File: src/hdl/plc_tc_pkg.sv
package plc_tc_pkg;

  // ****************************************
  // Timing
  // ****************************************
  localparam int CLK_PERIOD_NS  = 100;
  localparam int HUND_TICK_NS   = 10_000_000;
  localparam int HUND_TICK_CYC  = HUND_TICK_NS / CLK_PERIOD_NS;
  localparam int TENTH_PER_HUND = 10;

  // ****************************************
  // Storage word map
  // ****************************************
  localparam logic [11:0] TMR_BASE = 12'h000;
  localparam logic [11:0] CNT_BASE = 12'h3e8;
  localparam logic [11:0] PRE_BASE = 12'h800;

  localparam logic [11:0] T_TENTH     = 12'h000;
  localparam logic [11:0] T_HUND      = 12'h001;
  localparam logic [11:0] T_ACC_TENTH = 12'h002;
  localparam logic [11:0] T_ACC_HUND  = 12'h004;
  localparam logic [11:0] C_UP        = 12'h000;
  localparam logic [11:0] C_UD        = 12'h001;
  localparam logic [11:0] C_STG       = 12'h003;

  localparam int PRE_WORDS   = 10;
  localparam int P_TENTH     = 0;
  localparam int P_HUND      = 1;
  localparam int P_ACC_TENTH = 2;
  localparam int P_ACC_HUND  = 4;
  localparam int P_UP        = 6;
  localparam int P_UD        = 7;
  localparam int P_STG       = 9;

  localparam logic [15:0] PRE_RST  = 16'h9999;
  localparam logic [15:0] WORD_MAX = 16'h9999;
  localparam logic [31:0] DWRD_MAX = 32'h9999_9999;

  // ****************************************
  // Carriers
  // ****************************************
  typedef struct packed {
    logic tenth_en;
    logic hund_en;
    logic acc_tenth_en;
    logic acc_tenth_rst;
    logic acc_hund_en;
    logic acc_hund_rst;
    logic up_in;
    logic up_rst;
    logic ud_up;
    logic ud_down;
    logic ud_rst;
    logic stg_in;
    logic stg_rst;
  } rung_in_t;

  typedef struct packed {
    logic tenth;
    logic hund;
    logic acc_tenth;
    logic acc_hund;
    logic up;
    logic ud;
    logic stg;
  } done_t;

  // ****************************************
  // Packed decimal helpers
  // ****************************************
  function automatic logic [31:0] bcd_inc(input logic [31:0] v,
                                          input int          nd);
    logic [31:0] r;
    logic        c;
    logic        full;
    r    = v;
    c    = 1'b1;
    full = 1'b1;
    for (int i = 0; i < 8; i++) begin
      if (i < nd && v[4*i +: 4] != 4'h9) full = 1'b0;
    end
    for (int i = 0; i < 8; i++) begin
      if (i < nd && c && !full) begin
        if (r[4*i +: 4] == 4'h9) begin
          r[4*i +: 4] = 4'h0;
        end else begin
          r[4*i +: 4] = r[4*i +: 4] + 4'h1;
          c = 1'b0;
        end
      end
    end
    return r;
  endfunction

  function automatic logic [31:0] bcd_dec(input logic [31:0] v);
    logic [31:0] r;
    logic        b;
    r = v;
    b = (v != 32'h0000_0000);
    for (int i = 0; i < 8; i++) begin
      if (b) begin
        if (r[4*i +: 4] == 4'h0) begin
          r[4*i +: 4] = 4'h9;
        end else begin
          r[4*i +: 4] = r[4*i +: 4] - 4'h1;
          b = 1'b0;
        end
      end
    end
    return r;
  endfunction

endpackage

File: src/hdl/plc_timer_counter_unit.sv
// Function
// - Tenth timer runs while input on, clears off
// - Hundredth timer behaves alike, 99.99 s
// - Input drop zeroes value, done goes off
// - Accumulating tenth timer saturates at 9999999.9
// - Accumulating hundredth timer limit 999999.99
// - Accumulator advances only when enabled, keeps value
// - Accumulator reset holds zero, clears done
// - Timer done when value at least preset
// - Accumulator uses two words, two numbers
// - Timer value readable at timer number
// - Timer preset writable while running
// - Up counter increments on count rising edge
// - Up counter reset forces zero, status off
// - Up counter status at preset, holds 9999
// - Counter value at number plus 1000
// - Counter status when value at least preset
// - Counter preset writable while running
// - Up/down counter, three inputs, to 99999999
// - Up/down steps only with others inactive
// - Stage counter counts edges, keeps until reset
// - Stage counter status at preset, holds 9999
//
// The implementer's own choices: the strobed register port and the placing of the registers.
`timescale 1ns/1ns
`default_nettype none
module plc_timer_counter_unit
  import plc_tc_pkg::*;
#(
  parameter int HUND_CYC = HUND_TICK_CYC
) (
  input  wire logic        REF_CLK,
  input  wire logic        RST,
  input  wire logic [11:0] ADDR,
  input  wire logic [15:0] WDATA,
  input  wire logic        WR,
  input  wire logic        RD,
  output logic      [15:0] RDATA,
  input  wire rung_in_t    RUNG,
  output done_t            DONE
);

  // ****************************************
  // Time base dividers
  // ****************************************
  localparam int DW = $clog2(HUND_CYC);

  logic [DW-1:0] hund_div_reg;
  logic [3:0]    tenth_div_reg;
  logic          hund_tick;
  logic          tenth_tick;

  assign hund_tick  = (hund_div_reg == DW'(HUND_CYC - 1));
  assign tenth_tick = hund_tick &&
                      (tenth_div_reg == 4'(TENTH_PER_HUND - 1));

  always_ff @(posedge REF_CLK or posedge RST) begin
    if (RST) begin
      hund_div_reg <= '0;
    end else if (hund_tick) begin
      hund_div_reg <= '0;
    end else begin
      hund_div_reg <= hund_div_reg + DW'(1);
    end
  end

  // Tenth tick falls on a hundredth tick, so both bases stay in phase
  always_ff @(posedge REF_CLK or posedge RST) begin
    if (RST) begin
      tenth_div_reg <= 4'h0;
    end else if (tenth_tick) begin
      tenth_div_reg <= 4'h0;
    end else if (hund_tick) begin
      tenth_div_reg <= tenth_div_reg + 4'h1;
    end
  end

  // ****************************************
  // Presets
  // ****************************************
  logic [15:0] pre_reg [PRE_WORDS];
  logic        pre_hit;
  logic [11:0] pre_idx;

  assign pre_idx = ADDR - PRE_BASE;
  assign pre_hit = (ADDR >= PRE_BASE) &&
                   (pre_idx < 12'(PRE_WORDS));

  // Writable at any time; the units compare against the live value
  always_ff @(posedge REF_CLK or posedge RST) begin
    if (RST) begin
      for (int i = 0; i < PRE_WORDS; i++) pre_reg[i] <= PRE_RST;
    end else if (WR && pre_hit) begin
      pre_reg[pre_idx[3:0]] <= WDATA;
    end
  end

  logic [31:0] pre_acc_tenth;
  logic [31:0] pre_acc_hund;
  logic [31:0] pre_ud;

  assign pre_acc_tenth = {pre_reg[P_ACC_TENTH+1], pre_reg[P_ACC_TENTH]};
  assign pre_acc_hund  = {pre_reg[P_ACC_HUND+1], pre_reg[P_ACC_HUND]};
  assign pre_ud        = {pre_reg[P_UD+1], pre_reg[P_UD]};

  // ****************************************
  // Single-input timers
  // ****************************************
  logic [15:0] tenth_reg;
  logic [15:0] hund_reg;

  always_ff @(posedge REF_CLK or posedge RST) begin
    if (RST) begin
      tenth_reg <= 16'h0000;
    end else if (!RUNG.tenth_en) begin
      tenth_reg <= 16'h0000;
    end else if (tenth_tick) begin
      tenth_reg <= 16'(bcd_inc({16'h0000, tenth_reg}, 4));
    end
  end

  always_ff @(posedge REF_CLK or posedge RST) begin
    if (RST) begin
      hund_reg <= 16'h0000;
    end else if (!RUNG.hund_en) begin
      hund_reg <= 16'h0000;
    end else if (hund_tick) begin
      hund_reg <= 16'(bcd_inc({16'h0000, hund_reg}, 4));
    end
  end

  // ****************************************
  // Accumulating timers
  // ****************************************
  logic [31:0] acc_tenth_reg;
  logic [31:0] acc_hund_reg;

  // Reset has priority over enable
  always_ff @(posedge REF_CLK or posedge RST) begin
    if (RST) begin
      acc_tenth_reg <= 32'h0000_0000;
    end else if (RUNG.acc_tenth_rst) begin
      acc_tenth_reg <= 32'h0000_0000;
    end else if (RUNG.acc_tenth_en && tenth_tick) begin
      acc_tenth_reg <= bcd_inc(acc_tenth_reg, 8);
    end
  end

  always_ff @(posedge REF_CLK or posedge RST) begin
    if (RST) begin
      acc_hund_reg <= 32'h0000_0000;
    end else if (RUNG.acc_hund_rst) begin
      acc_hund_reg <= 32'h0000_0000;
    end else if (RUNG.acc_hund_en && hund_tick) begin
      acc_hund_reg <= bcd_inc(acc_hund_reg, 8);
    end
  end

  // ****************************************
  // Counters
  // ****************************************
  logic        up_prev_reg;
  logic        udu_prev_reg;
  logic        udd_prev_reg;
  logic        stg_prev_reg;
  logic [15:0] up_reg;
  logic [31:0] ud_reg;
  logic [15:0] stg_reg;
  logic        up_edge;
  logic        udu_edge;
  logic        udd_edge;
  logic        stg_edge;

  // Rung inputs come from the same clock, so no synchroniser
  always_ff @(posedge REF_CLK or posedge RST) begin
    if (RST) begin
      up_prev_reg  <= 1'b0;
      udu_prev_reg <= 1'b0;
      udd_prev_reg <= 1'b0;
      stg_prev_reg <= 1'b0;
    end else begin
      up_prev_reg  <= RUNG.up_in;
      udu_prev_reg <= RUNG.ud_up;
      udd_prev_reg <= RUNG.ud_down;
      stg_prev_reg <= RUNG.stg_in;
    end
  end

  assign up_edge  = RUNG.up_in && !up_prev_reg;
  assign udu_edge = RUNG.ud_up && !udu_prev_reg;
  assign udd_edge = RUNG.ud_down && !udd_prev_reg;
  assign stg_edge = RUNG.stg_in && !stg_prev_reg;

  always_ff @(posedge REF_CLK or posedge RST) begin
    if (RST) begin
      up_reg <= 16'h0000;
    end else if (RUNG.up_rst) begin
      up_reg <= 16'h0000;
    end else if (up_edge) begin
      up_reg <= 16'(bcd_inc({16'h0000, up_reg}, 4));
    end
  end

  // Both edges at once cancel: neither condition holds
  always_ff @(posedge REF_CLK or posedge RST) begin
    if (RST) begin
      ud_reg <= 32'h0000_0000;
    end else if (RUNG.ud_rst) begin
      ud_reg <= 32'h0000_0000;
    end else if (udu_edge && !RUNG.ud_down) begin
      ud_reg <= bcd_inc(ud_reg, 8);
    end else if (udd_edge && !RUNG.ud_up) begin
      ud_reg <= bcd_dec(ud_reg);
    end
  end

  // Clears only by the reset instruction, never by the count input
  always_ff @(posedge REF_CLK or posedge RST) begin
    if (RST) begin
      stg_reg <= 16'h0000;
    end else if (RUNG.stg_rst) begin
      stg_reg <= 16'h0000;
    end else if (stg_edge) begin
      stg_reg <= 16'(bcd_inc({16'h0000, stg_reg}, 4));
    end
  end

  // ****************************************
  // Done bits
  // ****************************************
  // Packed decimal orders like binary, so a plain compare suffices
  always_comb begin
    DONE.tenth     = tenth_reg >= pre_reg[P_TENTH];
    DONE.hund      = hund_reg >= pre_reg[P_HUND];
    DONE.acc_tenth = acc_tenth_reg >= pre_acc_tenth;
    DONE.acc_hund  = acc_hund_reg >= pre_acc_hund;
    DONE.up        = up_reg >= pre_reg[P_UP];
    DONE.ud        = ud_reg >= pre_ud;
    DONE.stg       = stg_reg >= pre_reg[P_STG];
  end

  // ****************************************
  // Read port
  // ****************************************
  logic [15:0] rd_next;

  always_comb begin
    rd_next = 16'h0000;
    if (pre_hit) begin
      rd_next = pre_reg[pre_idx[3:0]];
    end else begin
      case (ADDR)
        TMR_BASE + T_TENTH:       rd_next = tenth_reg;
        TMR_BASE + T_HUND:        rd_next = hund_reg;
        TMR_BASE + T_ACC_TENTH:   rd_next = acc_tenth_reg[15:0];
        TMR_BASE + T_ACC_TENTH + 12'h001:
          rd_next = acc_tenth_reg[31:16];
        TMR_BASE + T_ACC_HUND:    rd_next = acc_hund_reg[15:0];
        TMR_BASE + T_ACC_HUND + 12'h001:
          rd_next = acc_hund_reg[31:16];
        CNT_BASE + C_UP:          rd_next = up_reg;
        CNT_BASE + C_UD:          rd_next = ud_reg[15:0];
        CNT_BASE + C_UD + 12'h001: rd_next = ud_reg[31:16];
        CNT_BASE + C_STG:         rd_next = stg_reg;
        default:                  rd_next = 16'h0000;
      endcase
    end
  end

  // Data stands only in the cycle after the strobe
  always_ff @(posedge REF_CLK or posedge RST) begin
    if (RST) begin
      RDATA <= 16'h0000;
    end else if (RD) begin
      RDATA <= rd_next;
    end else begin
      RDATA <= 16'h0000;
    end
  end
endmodule
`default_nettype wire

File: config.mk
export PLATFORM = sky130hd
export DESIGN_NAME = plc_timer_counter_unit
export DESIGN_NICKNAME = d
export VERILOG_FILES = /design/src/hdl/plc_tc_pkg.sv /design/src/hdl/plc_timer_counter_unit.sv
export SDC_FILE = /design/constraint.sdc
export NUM_CORES = 1
export LEC_CHECK = 0
export BUFFER_PORTS_ARGS = -buffer_cell sky130_fd_sc_hd__buf_2
export CORE_MARGIN = 5
export CORE_UTILIZATION = 32
export DETAILED_ROUTE_END_ITERATION = 6
export PLACE_DENSITY_LB_ADDON = 0.3
export SYNTH_ARGS = -nofsm -noshare
export SYNTH_HDL_FRONTEND = slang
export SYNTH_SLANG_ARGS = --single-unit
File: constraint.sdc
create_clock -name REF_CLK -period 9.6 [get_ports REF_CLK]
set_clock_uncertainty 0.1 [all_clocks]
set_input_delay 0.48 -clock REF_CLK [delete_from_list [all_inputs] [get_ports REF_CLK]]
set_output_delay 0.48 -clock REF_CLK [all_outputs]
set_load 0.01 [all_outputs]
==> results.toml <==
[worst_setup_path]
critPathArrivalTime_ns = 3.14
cp-start-kind = "flop"
cp-end-kind = "output port"
path_class = "flop to output port"
ff2ff_path_depth = 6
crit_fanout = 7
rrSetupSlack_ns = 6.11
critical_path_required_ns = 9.02

[yosys]
yosysTopAreaCell = "dfrtp_1"
syn_nets = 2886
async_flop_share = 1.000
synth_cells = 2590
yosys_warnings = 0
syn_area_mm2 = 0.02453
yosysTopAreaCellShare = 0.2866
synth_edf_count = 0
yosys.cell_types.count = 91
ys_seq_area_frac = 0.3723
synth_area_leaders = "dfrtp_1 (29%), ha_1 (13%), dfstp_2 (8.6%)"
yosys_register_bits = 361
ys.flop_type = "dfrtp_1"
synth.avg_cell_area_um2 = 9.472

[die]
ioPinCount = 68
initial_core_util = 0.3230
core_mm2 = 0.07595
die_height_um = 286.9
die_area_mm2 = 0.08230
fp.dieW_um = 286.9
rows = 101

[clocking]
clk_latency_ns = 0.61
h-tree-depth = 2
clk_pin_slew_worst_paths_ns = 0.06
cts-root-buf = "clkbuf_16"
cts_tree = "built"
clockBufferDepth = 3
cts_buffers = 44
clock-sinks = 361

[power_and_ir_drop]
pwr-share-comb = 0.157
seqPwrFrac = 0.432
finalPower_mw = 4.106
p_leak_nw = 12.28
peakVddDrop_uv = 106.9
p_int_mw = 2.816
p_sw_frac = 0.3142
power.share.clock = 0.411
p_switching_mw = 1.290
powerDensity_mw_per_mm2 = 150.5

[timing]
period_needed_ns = 3.723
drv_slew = 0
fin_tns_setup_ns = 0
grt_setup_unrepaired = "false"
timing.hold.ws_ns = -0.004882
finalCritPeriodShare = 0.3878
hold_viol_final = 9
max_freq_mhz = 268.6
relSlewSlack = 0.1939
setup_viol = 0
tightest_slew_ns = 1.192

[placed_design]
gp_congestion = 0.9360
portBuffers = 67
hpwlAfterDp_um = 61100
place_inst = 3588

[layout]
fillers = 7747
largest_register_ff_count = 96
num-nets-final = 2904
layout-drive-gt1-share = 0.1608
fin_cells = 3675
area_delta_synth_final_pct = 11.20

[route]
viasPerCell = 5.472
drtPass1Iterations = 7
drt_wl_total_um = 82440
wl_per_cell_um = 22.43
num_vias = 20110
antenna_left = 0
drc = 18
drt_iter0_markers = 2220

[run_status]
status = "finished, violations left"
violations = "DRC, hold timing"

[global_routing]
grt-ovfl-total = 0
antenna_found_initial = 5
grt_pass1_wl_um = 122700
grt_usage = 0.1954
grt_pass1_vias = 18770
grt_max_degree = 175

[flow_run]
max_cap_violations = 0

[worst_hold_path]
hold_path.class = "input pin to async pin"
[placed cells by master, fill, tap and decap left out, types with 26 or more instances in the layout]
cell type,n
dfrtp_1,281
ha_1,251
inv_1,226
nor2_1,196
nand2_1,192
o21ai_0,177
mux2_2,120
a21oi_1,114
nand3_1,91
dfstp_2,80
buf_2,66
nor3_1,53
a21o_1,50
clkbuf_16,45
nand4_1,42
mux2i_1,41
and3_1,39
nand3b_1,35
mux4_2,34
or3_1,32
nor2b_1,26
[through the flow]
stage	setup slack (ns)	instance area, um^2	utilization	hold slack [ns]
detailed placement	5.907	25820	0.3399	0.3760
finish	5.877	27280	0.3592	-0.004882
global placement	5.938	25820	0.3399	0.3743
CTS	5.802	27270	0.3591	0.01816
global route	5.656	27270	0.3591	0.07146
floorplan	4.245	24540	-	0.3552
[metal layers]
layer  share of wire  global-route usage  wire (um)  vias to the layer above
li1                -                   -          -                     9417
met1            0.46              0.2853      38240                     9914
met2            0.44              0.2983      35930                      664
met3           0.075             0.03719       6153                      105
met4           0.025             0.04957       2078                        8
met5         0.00050                   0         41                        -
[critical path: stages (launching register included)]
cell and delay (ns):
dfrtp_1 0.64, inv_1 0.09, ha_1 0.28, nand2b_1 0.10, a21o_1 0.12, a21oi_1 0.06
nor2b_1 0.15, o2111ai_1 0.19, a221oi_1 0.68, buf_2 0.26
[logic make-up after synthesis]
logic type | share of synthesized area
adders and majority gates | 0.1280
xor gates and xnor gates | 0.01392
buffers and inverters | 0.05503
DFF | 0.3723
muxes | 0.1039
and+or+nand+nor | 0.1829
AOI/OAI and AO/OA | 0.1439
[cell type report]
type / instances / area, um^2 / share of cell area
flip-flops and latches: 361 / 9134 / 0.3348
clock buffers: 62 / 1230 / 0.04509
diodes: 2 / 5.005 / 0.0001835
repair buffers: 85 / 495.5 / 0.01816
clock inverters: 19 / 186.4 / 0.006834
inverters: 227 / 855.8 / 0.03137
multi-input cells: 1889 / 14080 / 0.5163
well taps: 1030 / 1289 / 0.04724
[repair_timing]
action	CTS	global route
hold endpoints to repair	4	0
buffers inserted	0	0
hold buffers	4	0
resized for setup	0	0
[Yosys cell counts, types with 35 or more instances]
library cell  count
ha_1            251
and3_1           39
nand3b_1         35
nand4_1          42
inv_1           227
dfstp_2          80
a21o_1           50
clkbuf_1         67
mux2i_1          41
nand2_1         192
nand3_1          91
dfrtp_1         281
o21ai_0         177
nor3_1           53
nor2_1          199
mux2_2          120
a21oi_1         114
[path summary, 6_finish.rpt]
kind | from | endpoint
max in group asynchronous | RST | hund_reg[3]
min in group REF_CLK | RUNG[0] | stg_reg[13]
setup reg to reg | udu_prev_reg | ud_reg[5]
hold / removal | RST | acc_tenth_reg[0]
setup / recovery | hund_reg[0] | DONE[5]
hold reg to reg | hund_div_reg[0] | hund_div_reg[0]
[power by group through the flow]
stage          combinational, mW  sequential [mW]  clock, mW
3_5_place_dp               0.637             1.80          0
5_1_grt                    0.731             1.78       1.79
3_3_place_gp               0.636             1.80          0
6_report                   0.643             1.77       1.69
4_1_cts                    0.642             1.77       1.73
2_1_floorplan              0.482             1.69          0
Power figures use the tool's default switching activity.
